`src/pkg/pdr_defines.svh`:
```
// offsets, reset values and field constants of the pin data / pull enable registers
`ifndef PDR_DEFINES_SVH
`define PDR_DEFINES_SVH

`define PDR_ADR_W 8
`define PDR_OFS_DATA_LO 8'h08
`define PDR_OFS_DATA_HI 8'h0C
`define PDR_OFS_PU_LO 8'h10
`define PDR_OFS_PU_HI 8'h14
`define PDR_OFS_DRV_LO 8'h68
`define PDR_OFS_DRV_HI 8'h6C
`define PDR_DATA_LO_RST 32'h03C00000
`define PDR_DATA_HI_RST 32'h00000000
`define PDR_PU_RST 32'hFFFFFFFF
`define PDR_NPINS 64
`define PDR_FUNC_W 2
`define PDR_FUNC_GPIO 2'h0

`endif

```
`src/pkg/pdr_pkg.sv`:
```
// types shared by the pin data / pull enable register block
package pdr_pkg;
    typedef enum logic [2:0] {
        reg_none = 3'b000,
        reg_data_lo = 3'b001,
        reg_data_hi = 3'b010,
        reg_pu_lo = 3'b011,
        reg_pu_hi = 3'b100,
        reg_drv_lo = 3'b101,
        reg_drv_hi = 3'b110
    } pdr_reg_t;
    typedef struct packed {
        logic [31:0] data_lo;
        logic [31:0] data_hi;
        logic [31:0] pu_lo;
        logic [31:0] pu_hi;
    } pdr_regs_t;
    typedef struct packed {
        logic ack;
        logic [31:0] dat;
    } pdr_wb_st_t;
    typedef struct packed {
        logic [63:0] pad_do;
        logic [63:0] pad_oe_n;
        logic [63:0] pull_en;
        logic [63:0] pull_up;
    } pdr_pad_st_t;
endpackage

```
`src/pkg/pdr_reg_if.sv`:
```
// register access strobes between the bus slave and the register file
`timescale 1ns/1ps
interface pdr_reg_if;
    logic wr;
    logic [7:0] addr;
    logic [31:0] wdata;
    logic [3:0] sel;
    logic [31:0] rdata;
    modport bus (output wr, output addr, output wdata, output sel, input rdata);
    modport regs (input wr, input addr, input wdata, input sel, output rdata);
endinterface

```
`src/hdl/pdr_gpio_top.sv`:
```
// pin output data and pad pull enable registers with pad control, wishbone slave
// How it works
// - drive stored data only for GPIO-mode outputs
// - data registers at 0x08 low, 0x0C high
// - data resets zero, pins 22-25 reset one
// - pull enable governs pull for input pads
// - pull select picks up or down
// - pull enable bit 1 enables; resets all ones
// - pull forced off while pad is output
// - pull enables at 0x10 low, 0x14 high
// - direction 0 input, 1 output in GPIO mode
//
// Added by the designer: the Wishbone interface to the registers.
`timescale 1ns/1ps
`include "pdr_defines.svh"
module pdr_gpio_top (
    // clock and reset
    input wire logic clk_i,
    input wire logic rst_i,
    // wishbone slave
    input wire logic wb_cyc_i,
    input wire logic wb_stb_i,
    input wire logic wb_we_i,
    input wire logic [7:0] wb_adr_i,
    input wire logic [3:0] wb_sel_i,
    input wire logic [31:0] wb_dat_i,
    output logic [31:0] wb_dat_o,
    output logic wb_ack_o,
    // settings held elsewhere in the unit
    input wire logic [63:0] pad_dir_i,
    input wire logic [127:0] func_sel_i,
    input wire logic [63:0] pull_sel_i,
    // alternate function pad control
    input wire logic [63:0] alt_oe_i,
    input wire logic [63:0] alt_do_i,
    // pads
    output logic [63:0] pad_do_o,
    output logic [63:0] pad_oe_n_o,
    output logic [63:0] pull_en_o,
    output logic [63:0] pull_up_o
);
    pdr_pkg::pdr_regs_t r;
    pdr_pkg::pdr_regs_t next_r;
    pdr_pkg::pdr_reg_t wr_reg;
    pdr_pkg::pdr_reg_t rd_reg;
    logic [63:0] data_vec;
    logic [63:0] pu_vec;
    logic [63:0] drv_vec;

    pdr_reg_if u_bus ();

    // address decode shared by the write and read paths
    function automatic pdr_pkg::pdr_reg_t decode(input logic [7:0] adr);
        logic [7:0] a;
        a = {adr[7:2], 2'h0};
        if (a == `PDR_OFS_DATA_LO) begin
            decode = pdr_pkg::reg_data_lo;
        end else if (a == `PDR_OFS_DATA_HI) begin
            decode = pdr_pkg::reg_data_hi;
        end else if (a == `PDR_OFS_PU_LO) begin
            decode = pdr_pkg::reg_pu_lo;
        end else if (a == `PDR_OFS_PU_HI) begin
            decode = pdr_pkg::reg_pu_hi;
        end else if (a == `PDR_OFS_DRV_LO) begin
            decode = pdr_pkg::reg_drv_lo;
        end else if (a == `PDR_OFS_DRV_HI) begin
            decode = pdr_pkg::reg_drv_hi;
        end else begin
            decode = pdr_pkg::reg_none;
        end
    endfunction

    // byte lanes honoured; full-word writes are the intended use
    function automatic logic [31:0] merge(
        input logic [31:0] old,
        input logic [31:0] wd,
        input logic [3:0] sel
    );
        logic [31:0] m;
        m = old;
        for (int b = 0; b < 4; b++) begin
            if (sel[b]) begin
                m[8*b +: 8] = wd[8*b +: 8];
            end
        end
        merge = m;
    endfunction

    pdr_wb_slave u_wb (
        .clk_i(clk_i),
        .rst_i(rst_i),
        .wb_cyc_i(wb_cyc_i),
        .wb_stb_i(wb_stb_i),
        .wb_we_i(wb_we_i),
        .wb_adr_i(wb_adr_i),
        .wb_sel_i(wb_sel_i),
        .wb_dat_i(wb_dat_i),
        .wb_dat_o(wb_dat_o),
        .wb_ack_o(wb_ack_o),
        .bus(u_bus.bus)
    );

    assign wr_reg = decode(u_bus.addr);
    assign rd_reg = decode(u_bus.addr);

    always_comb begin
        next_r = r;
        if (u_bus.wr) begin
            case (wr_reg)
                pdr_pkg::reg_data_lo: begin
                    next_r.data_lo = merge(r.data_lo, u_bus.wdata, u_bus.sel);
                end
                pdr_pkg::reg_data_hi: begin
                    next_r.data_hi = merge(r.data_hi, u_bus.wdata, u_bus.sel);
                end
                pdr_pkg::reg_pu_lo: begin
                    next_r.pu_lo = merge(r.pu_lo, u_bus.wdata, u_bus.sel);
                end
                pdr_pkg::reg_pu_hi: begin
                    next_r.pu_hi = merge(r.pu_hi, u_bus.wdata, u_bus.sel);
                end
                default: begin
                    // status and unmapped words ignore writes
                    next_r = r;
                end
            endcase
        end
    end

    always_ff @(posedge clk_i) begin
        if (rst_i) begin
            r.data_lo <= `PDR_DATA_LO_RST;
            r.data_hi <= `PDR_DATA_HI_RST;
            r.pu_lo <= `PDR_PU_RST;
            r.pu_hi <= `PDR_PU_RST;
        end else begin
            r <= next_r;
        end
    end

    // status shows pins really driven, after mode and direction
    always_comb begin
        case (rd_reg)
            pdr_pkg::reg_data_lo: begin
                u_bus.rdata = r.data_lo;
            end
            pdr_pkg::reg_data_hi: begin
                u_bus.rdata = r.data_hi;
            end
            pdr_pkg::reg_pu_lo: begin
                u_bus.rdata = r.pu_lo;
            end
            pdr_pkg::reg_pu_hi: begin
                u_bus.rdata = r.pu_hi;
            end
            pdr_pkg::reg_drv_lo: begin
                u_bus.rdata = ~pad_oe_n_o[31:0];
            end
            pdr_pkg::reg_drv_hi: begin
                u_bus.rdata = ~pad_oe_n_o[63:32];
            end
            default: begin
                u_bus.rdata = 32'h00000000;
            end
        endcase
    end

    assign data_vec = {r.data_hi, r.data_lo};
    assign pu_vec = {r.pu_hi, r.pu_lo};

    pdr_pad_ctrl u_pad (
        .clk_i(clk_i),
        .rst_i(rst_i),
        .data_i(data_vec),
        .pu_en_i(pu_vec),
        .dir_i(pad_dir_i),
        .func_i(func_sel_i),
        .pull_sel_i(pull_sel_i),
        .alt_oe_i(alt_oe_i),
        .alt_do_i(alt_do_i),
        .pad_do_o(pad_do_o),
        .pad_oe_n_o(pad_oe_n_o),
        .pull_en_o(pull_en_o),
        .pull_up_o(pull_up_o)
    );

    // helper vectors read only by the checks below
    logic [63:0] gpio_mode_vec;
    logic [63:0] gpio_in_vec;
    logic take;

    for (genvar i = 0; i < `PDR_NPINS; i++) begin : g_chk
        assign gpio_mode_vec[i] = func_sel_i[`PDR_FUNC_W*i +: `PDR_FUNC_W] == `PDR_FUNC_GPIO;
    end
    assign drv_vec = gpio_mode_vec & pad_dir_i;
    assign gpio_in_vec = gpio_mode_vec & ~pad_dir_i;
    assign take = wb_cyc_i & wb_stb_i & ~wb_ack_o;

    property p_data_lo_wr;
        @(posedge clk_i) disable iff (rst_i)
        (take && wb_we_i && wb_sel_i == 4'hF && {wb_adr_i[7:2], 2'h0} == `PDR_OFS_DATA_LO)
        |=> (r.data_lo == $past(wb_dat_i)) && wb_ack_o;
    endproperty
    a_data_lo_wr: assert property (p_data_lo_wr)
        else $error("low data word not written");

    property p_data_hi_wr;
        @(posedge clk_i) disable iff (rst_i)
        (take && wb_we_i && wb_sel_i == 4'hF && {wb_adr_i[7:2], 2'h0} == `PDR_OFS_DATA_HI)
        |=> (r.data_hi == $past(wb_dat_i)) && $stable(r.data_lo);
    endproperty
    a_data_hi_wr: assert property (p_data_hi_wr)
        else $error("high data word not written");

    property p_data_rst;
        @(posedge clk_i)
        rst_i |=> (r.data_lo == `PDR_DATA_LO_RST) && (r.data_hi == `PDR_DATA_HI_RST);
    endproperty
    a_data_rst: assert property (p_data_rst)
        else $error("data reset value wrong");

    property p_pu_rst;
        @(posedge clk_i)
        rst_i |=> (r.pu_lo == `PDR_PU_RST) && (r.pu_hi == `PDR_PU_RST);
    endproperty
    a_pu_rst: assert property (p_pu_rst)
        else $error("pull enable reset value wrong");

    property p_pu_wr;
        @(posedge clk_i) disable iff (rst_i)
        (take && wb_we_i && wb_sel_i == 4'hF && {wb_adr_i[7:2], 2'h0} == `PDR_OFS_PU_HI)
        |=> (r.pu_hi == $past(wb_dat_i)) && $stable(r.pu_lo);
    endproperty
    a_pu_wr: assert property (p_pu_wr)
        else $error("high pull enable word not written");

    property p_gpio_drive;
        @(posedge clk_i) disable iff (rst_i)
        1'b1 |=> (((pad_do_o ^ $past(data_vec)) & $past(drv_vec)) == 64'h0)
            && ((pad_oe_n_o & $past(drv_vec)) == 64'h0);
    endproperty
    a_gpio_drive: assert property (p_gpio_drive)
        else $error("gpio output pin not driving stored data");

    property p_gpio_input;
        @(posedge clk_i) disable iff (rst_i)
        1'b1 |=> ((~pad_oe_n_o & $past(gpio_in_vec)) == 64'h0);
    endproperty
    a_gpio_input: assert property (p_gpio_input)
        else $error("gpio input pin is driven");

    property p_pull_in;
        @(posedge clk_i) disable iff (rst_i)
        1'b1 |=> (((pull_en_o ^ $past(pu_vec)) & pad_oe_n_o) == 64'h0);
    endproperty
    a_pull_in: assert property (p_pull_in)
        else $error("input pull does not follow enable bit");

    // held against the inputs, so a wrong output enable cannot hide a live pull
    property p_pull_out;
        @(posedge clk_i) disable iff (rst_i)
        1'b1 |=> ((pull_en_o & ($past(drv_vec) | ($past(alt_oe_i) & ~$past(gpio_mode_vec))))
            == 64'h0);
    endproperty
    a_pull_out: assert property (p_pull_out)
        else $error("pull left on for output pin");

    property p_pull_dir;
        @(posedge clk_i) disable iff (rst_i)
        1'b1 |=> (pull_up_o == $past(pull_sel_i));
    endproperty
    a_pull_dir: assert property (p_pull_dir)
        else $error("pull direction does not follow select");

    property p_read_back;
        @(posedge clk_i) disable iff (rst_i)
        (take && !wb_we_i && {wb_adr_i[7:2], 2'h0} == `PDR_OFS_DATA_LO)
        |=> wb_ack_o && (wb_dat_o == $past(r.data_lo));
    endproperty
    a_read_back: assert property (p_read_back)
        else $error("low data read back wrong");

    property p_unmapped;
        @(posedge clk_i) disable iff (rst_i)
        (take && !wb_we_i && decode(wb_adr_i) == pdr_pkg::reg_none)
        |=> wb_ack_o && (wb_dat_o == 32'h00000000) ##1 !wb_ack_o;
    endproperty
    a_unmapped: assert property (p_unmapped)
        else $error("unmapped read not zero");

    property p_pu_lo_wr;
        @(posedge clk_i) disable iff (rst_i)
        (take && wb_we_i && wb_sel_i == 4'hF && {wb_adr_i[7:2], 2'h0} == `PDR_OFS_PU_LO)
        |=> (r.pu_lo == $past(wb_dat_i)) && $stable(r.pu_hi);
    endproperty
    a_pu_lo_wr: assert property (p_pu_lo_wr)
        else $error("low pull enable word not written");

    property p_pu_read;
        @(posedge clk_i) disable iff (rst_i)
        (take && !wb_we_i && {wb_adr_i[7:2], 2'h0} == `PDR_OFS_PU_HI)
        |=> wb_ack_o && (wb_dat_o == $past(r.pu_hi));
    endproperty
    a_pu_read: assert property (p_pu_read)
        else $error("high pull enable read back wrong");

    property p_drv_status;
        @(posedge clk_i) disable iff (rst_i)
        (take && !wb_we_i && {wb_adr_i[7:2], 2'h0} == `PDR_OFS_DRV_LO)
        |=> wb_ack_o && (wb_dat_o == ~$past(pad_oe_n_o[31:0]));
    endproperty
    a_drv_status: assert property (p_drv_status)
        else $error("drive status word wrong");

    // unmapped words and the low status word must never disturb the stored registers
    property p_status_ro;
        @(posedge clk_i) disable iff (rst_i)
        (take && wb_we_i && (decode(wb_adr_i) == pdr_pkg::reg_none
            || decode(wb_adr_i) == pdr_pkg::reg_drv_lo)) |=> $stable(r);
    endproperty
    a_status_ro: assert property (p_status_ro)
        else $error("write to read-only word changed a register");

    property p_pad_rst;
        @(posedge clk_i)
        rst_i |=> (pad_oe_n_o == 64'hFFFFFFFFFFFFFFFF)
            && (pull_en_o == 64'hFFFFFFFFFFFFFFFF);
    endproperty
    a_pad_rst: assert property (p_pad_rst)
        else $error("pad reset state wrong");

    property p_lane_write;
        @(posedge clk_i) disable iff (rst_i)
        (take && wb_we_i && wb_sel_i == 4'h1 && {wb_adr_i[7:2], 2'h0} == `PDR_OFS_DATA_HI)
        |=> (r.data_hi == {$past(r.data_hi[31:8]), $past(wb_dat_i[7:0])});
    endproperty
    a_lane_write: assert property (p_lane_write)
        else $error("byte lane write not merged");

    property p_alt_drive;
        @(posedge clk_i) disable iff (rst_i)
        1'b1 |=> (((pad_do_o ^ $past(alt_do_i)) & ~$past(gpio_mode_vec)) == 64'h0)
            && (((pad_oe_n_o ^ ~$past(alt_oe_i)) & ~$past(gpio_mode_vec)) == 64'h0);
    endproperty
    a_alt_drive: assert property (p_alt_drive)
        else $error("alternate function pad not following its inputs");
endmodule // pdr_gpio_top

```
`src/hdl/pdr_wb_slave.sv`:
```
// classic wishbone slave: one-cycle access strobe, registered ack and read data
`timescale 1ns/1ps
module pdr_wb_slave (
    // clock and reset
    input wire logic clk_i,
    input wire logic rst_i,
    // wishbone
    input wire logic wb_cyc_i,
    input wire logic wb_stb_i,
    input wire logic wb_we_i,
    input wire logic [7:0] wb_adr_i,
    input wire logic [3:0] wb_sel_i,
    input wire logic [31:0] wb_dat_i,
    output logic [31:0] wb_dat_o,
    output logic wb_ack_o,
    // register side
    pdr_reg_if.bus bus
);
    pdr_pkg::pdr_wb_st_t st;
    pdr_pkg::pdr_wb_st_t next_st;
    logic take;

    // ack blocks a second take while the master still holds the request
    assign take = wb_cyc_i & wb_stb_i & ~st.ack;
    assign bus.wr = take & wb_we_i;
    assign bus.addr = wb_adr_i;
    assign bus.wdata = wb_dat_i;
    assign bus.sel = wb_sel_i;

    always_comb begin
        next_st = st;
        next_st.ack = take;
        if (take) begin
            next_st.dat = wb_we_i ? 32'h00000000 : bus.rdata;
        end
    end

    always_ff @(posedge clk_i) begin
        if (rst_i) begin
            st <= '0;
        end else begin
            st <= next_st;
        end
    end

    assign wb_ack_o = st.ack;
    assign wb_dat_o = st.dat;

    property p_ack_pulse;
        @(posedge clk_i) disable iff (rst_i)
        (wb_cyc_i && wb_stb_i && !wb_ack_o) |=> wb_ack_o ##1 !wb_ack_o;
    endproperty
    a_ack_pulse: assert property (p_ack_pulse) else $error("ack not a single cycle pulse");
endmodule // pdr_wb_slave

```
`src/hdl/pdr_pad_ctrl.sv`:
```
// per-pin pad drive, output enable and pull control, all registered
`timescale 1ns/1ps
`include "pdr_defines.svh"
module pdr_pad_ctrl (
    // clock and reset
    input wire logic clk_i,
    input wire logic rst_i,
    // settings
    input wire logic [63:0] data_i,
    input wire logic [63:0] pu_en_i,
    input wire logic [63:0] dir_i,
    input wire logic [127:0] func_i,
    input wire logic [63:0] pull_sel_i,
    input wire logic [63:0] alt_oe_i,
    input wire logic [63:0] alt_do_i,
    // pads
    output logic [63:0] pad_do_o,
    output logic [63:0] pad_oe_n_o,
    output logic [63:0] pull_en_o,
    output logic [63:0] pull_up_o
);
    pdr_pkg::pdr_pad_st_t st;
    pdr_pkg::pdr_pad_st_t next_st;
    logic [63:0] nxt_do;
    logic [63:0] nxt_out;

    for (genvar i = 0; i < `PDR_NPINS; i++) begin : g_pin
        logic gpio_mode;
        assign gpio_mode = func_i[`PDR_FUNC_W*i +: `PDR_FUNC_W] == `PDR_FUNC_GPIO;
        // in alternate modes the peripheral owns direction and data
        assign nxt_out[i] = gpio_mode ? dir_i[i] : alt_oe_i[i];
        assign nxt_do[i] = gpio_mode ? data_i[i] : alt_do_i[i];
    end

    always_comb begin
        next_st.pad_do = nxt_do;
        next_st.pad_oe_n = ~nxt_out;
        next_st.pull_en = pu_en_i & ~nxt_out;
        next_st.pull_up = pull_sel_i;
    end

    always_ff @(posedge clk_i) begin
        if (rst_i) begin
            st.pad_do <= '0;
            st.pad_oe_n <= '1;
            st.pull_en <= {`PDR_PU_RST, `PDR_PU_RST};
            st.pull_up <= '0;
        end else begin
            st <= next_st;
        end
    end

    assign pad_do_o = st.pad_do;
    assign pad_oe_n_o = st.pad_oe_n;
    assign pull_en_o = st.pull_en;
    assign pull_up_o = st.pull_up;
endmodule // pdr_pad_ctrl

```
`config.mk`:
```
export PLATFORM = sky130hd
export DESIGN_NAME = pdr_gpio_top
export DESIGN_NICKNAME = d
export VERILOG_FILES = /design/src/pkg/pdr_pkg.sv /design/src/pkg/pdr_reg_if.sv /design/src/hdl/pdr_gpio_top.sv /design/src/hdl/pdr_wb_slave.sv /design/src/hdl/pdr_pad_ctrl.sv
export VERILOG_INCLUDE_DIRS = /design/src /design/src/pkg
export SDC_FILE = /design/constraint.sdc
export NUM_CORES = 1
export LEC_CHECK = 0
export ABC_AREA = 1
export BUFFER_PORTS_ARGS = -buffer_cell sky130_fd_sc_hd__buf_4
export CELL_PAD_IN_SITES_DETAIL_PLACEMENT = 0
export CELL_PAD_IN_SITES_GLOBAL_PLACEMENT = 1
export CORE_AREA = 3 3 282 284
export DETAILED_ROUTE_END_ITERATION = 6
export DIE_AREA = 0 0 285 287
export GPL_ROUTABILITY_DRIVEN = 1
export PLACE_DENSITY_LB_ADDON = 0.3
export SYNTH_ARGS = -nofsm -noshare
export SYNTH_HDL_FRONTEND = slang
export SYNTH_SLANG_ARGS = --single-unit
```
`constraint.sdc`:
```
create_clock -name clk_i -period 2.7 [get_ports clk_i]
set_clock_uncertainty 0.1 [all_clocks]
set_input_delay 0 -clock clk_i [delete_from_list [all_inputs] [get_ports clk_i]]
set_output_delay 0 -clock clk_i [all_outputs]
set_load 0.005 [all_outputs]
```
==> metrics.yaml <==
run_status:
  outcome: "complete, no violations"
sta:
  setup_tns_ps: 0
  fin_crit_ps: 2540
  drv_slew: 0
  period_share_pct: 94.2
  rsz0062_at_grt: "false"
  max-slew-margin-rel_pct: 49.3
  setup_viol: 0
  hold_ws_ps: 53.4
  max_freq_ghz: 0.393
  setup_ws_ps: 158
  hold_viol_final: 0
  worst_slew_pin_slew_ps: 757
detailed_routing:
  drtAntennaViolNets: 0
  routedWlPerCell_um: 18.5
  drcViolationCount: 0
  wl_mm: 81.6
  vias_per_cell: 4.17
  vias: 18411
  dr.pass1.iters: 5
  drtIter0Drc: 934
cts:
  clk_transition_reported_paths_ps: 60
  cts.path.max_buffers: 3
  root_buffer: "clkbuf_16"
  cts_made_buffers: 49
  cts_tree: "done"
  clock_sinks: 417
  clk_latency_ps: 570
  htreeDepth: 2
yosys:
  ys_ff_latch: 417
  ys_types: 21
  yosys_warnings: 0
  synth_top_area_share_pct: 52.8
  ys_seq_area_share_pct: 52.8
  syn_area_per_cell_um2: 7.43
  synth.area.top_cells: "dfxtp_1 (53%), nor2_1 (9.9%), nand2_1 (9.5%)"
  synthesis.nets: 2562
  post-synth-top-area-cell: "dfxtp_1"
  syn-instance-count: 2129
  synth_area_mm2: 0.0158
die:
  start_util_pct: 20.5
  core_mm2: 0.0773
  fp.dieH_um: 287
  fp.dieW_um: 285
  ios: 722
  die_area_mm2: 0.0818
  rows: 102
setup_path:
  critPathMaxStageDelay_ps: 560
  reg2reg_depth: 7
  path_class: "in -> reg"
  cp.buffers_inverters: 7
  worstSetupPathDepth: 9
  critical_path.cell_chain: "dlygate4sd3_1, buf_6, inv_12, buf_12, buf_12, o21ai_0, dlygate4sd3_1, a21oi_1, dlygate4sd3_1"
  critPathCaptureType: "flip-flop"
  cp_common_cell: "dlygate4sd3_1"
  cpLargestDelayFamily: "buffers and inverters"
  crit_arrival_ps: 2950
  critPathRequiredTime_ps: 3110
  cp_max_fo: 57
  cp-start-kind: "primary input"
  cp_slowest_cell: "dlygate4sd3_1"
min_path:
  hp-class: "in -> reg"
  hold_depth: 8
placed_design:
  io_buffers: 719
  pre_cts_slack_ps: 420
  place.gp.congestion: 0.794
  placed_cells: 3829
  hpwl_mm: 59.1
pwr:
  power.density_mw_per_mm2: 555
  max-vdd-ir-drop_uv: 395
  p_leak_nw: 14.3
grt:
  antenna_found_initial: 5
  grt_usage_pct: 19.1
  grt_max_degree: 69
  gr-total-overflow: 0
  grt_pass1_wl_mm: 119
  first_global_vias: 18667
final_layout:
  layoutNonFillerInstCount: 4415
  syn2layout_area_growth_pct: 85.2
  final_util_pct: 37.9
  drive_above_1_share_pct: 25.6
  final_cell_mix: "buf_4 (745), dlygate4sd3_1 (494), dfxtp_1 (417)"
  layout_commonest_cell: "buf_4"
  final_nets: 3767
run:
  drv_cap: 0
==> path summary, 6_finish.rpt <==
path                           from                 end  slack (ps)
setup / recovery              rst_i  u_pad.pad_do_o[16]         160
hold / removal          wb_adr_i[5]   u_wb.wb_dat_o[14]          50
setup reg to reg      u_wb.wb_ack_o    u_wb.wb_dat_o[0]         230
hold reg to reg   u_wb.wb_dat_o[28]   u_wb.wb_dat_o[28]         360
==> logic make-up after synthesis <==
| family | after synthesis | share of synthesized area (%) |
|---|---|---|
| AOI/OAI and AO/OA | 372 | 13.3 |
| buffers and inverters | 347 | 8.48 |
| DFF | 417 | 52.8 |
| and+or+nand+nor | 993 | 25.5 |
==> report_power, final <==
group / internal (W) / total [W] / leakage [nW] / switching (W)
logic: 0.00141 / 0.00241 / 9.95 / 0.000996
clock network: 0.00461 / 0.00736 / 0.882 / 0.00275
registers: 0.00641 / 0.00650 / 3.44 / 0.0000947
total: 0.0124 / 0.0163 / 14.3 / 0.00384
==> synthesized netlist by cell type (all sizes together) <==
library cell,number
a21oi,116
buf,32
clkbuf,62
clkinv,1
dfxtp,417
inv,252
nand2,402
nand3,119
nand4,47
nor2,425
o211ai,34
o21a,34
o21ai,160
o31ai,28
==> tightest hold or removal path: stages <==
cell,delay [ps]
buf_4,140
nor2_4,130
nand4_1,100
nand2_1,50
nor2_1,90
nand2_1,50
nand2_1,60
a21oi_1,50
==> metal layers <==
layer / up-vias / wire, µm / global-route usage, %
met3: 107 / 4560 / 3.31
li1: 9214 / - / -
met5: - / 9 / 0
met2: 558 / 40300 / 33.3
met1: 8530 / 34700 / 24.1
met4: 2 / 2060 / 5.17
==> layout make-up <==
cell class | count | area (µm²)
fillers | 8126 | 48000
repair buffers | 1248 | 10700
flip-flops and latches | 417 | 8350
multi-input cells | 1365 | 6200
clock buffers | 71 | 1460
well taps | 1040 | 1300
inverters | 253 | 962
clock inverters | 18 | 327
diodes | 3 | 7.51
==> per-stage QoR <==
stage                     area, µm²  total power, W
after CTS                     29300          0.0165
after floorplan               15800         0.00713
after global routing          29300          0.0170
final                         29300          0.0163
after global placement        22500         0.00841
after detailed placement      22500         0.00841
==> sequential cells by signal (all words and copies together) (netlist names) <==
register / count
data_vec: 64
pu_vec: 64
u_pad.pad_do_o: 64
u_pad.pad_oe_n_o: 64
u_pad.pull_en_o: 64
u_pad.pull_up_o: 64
u_wb.wb_dat_o: 32
u_wb.wb_ack_o: 1
==> timing repair <==
| item | in CTS | in global routing |
|---|---|---|
| buffers inserted | 0 | 0 |
| endpoints found under the setup margin | 0 | 15 |
| resized for setup | 0 | 4 |
| hold buffers | 494 | 0 |
| hold endpoints to repair | 417 | 0 |
Note: power is estimated with default switching activity, not from simulation.
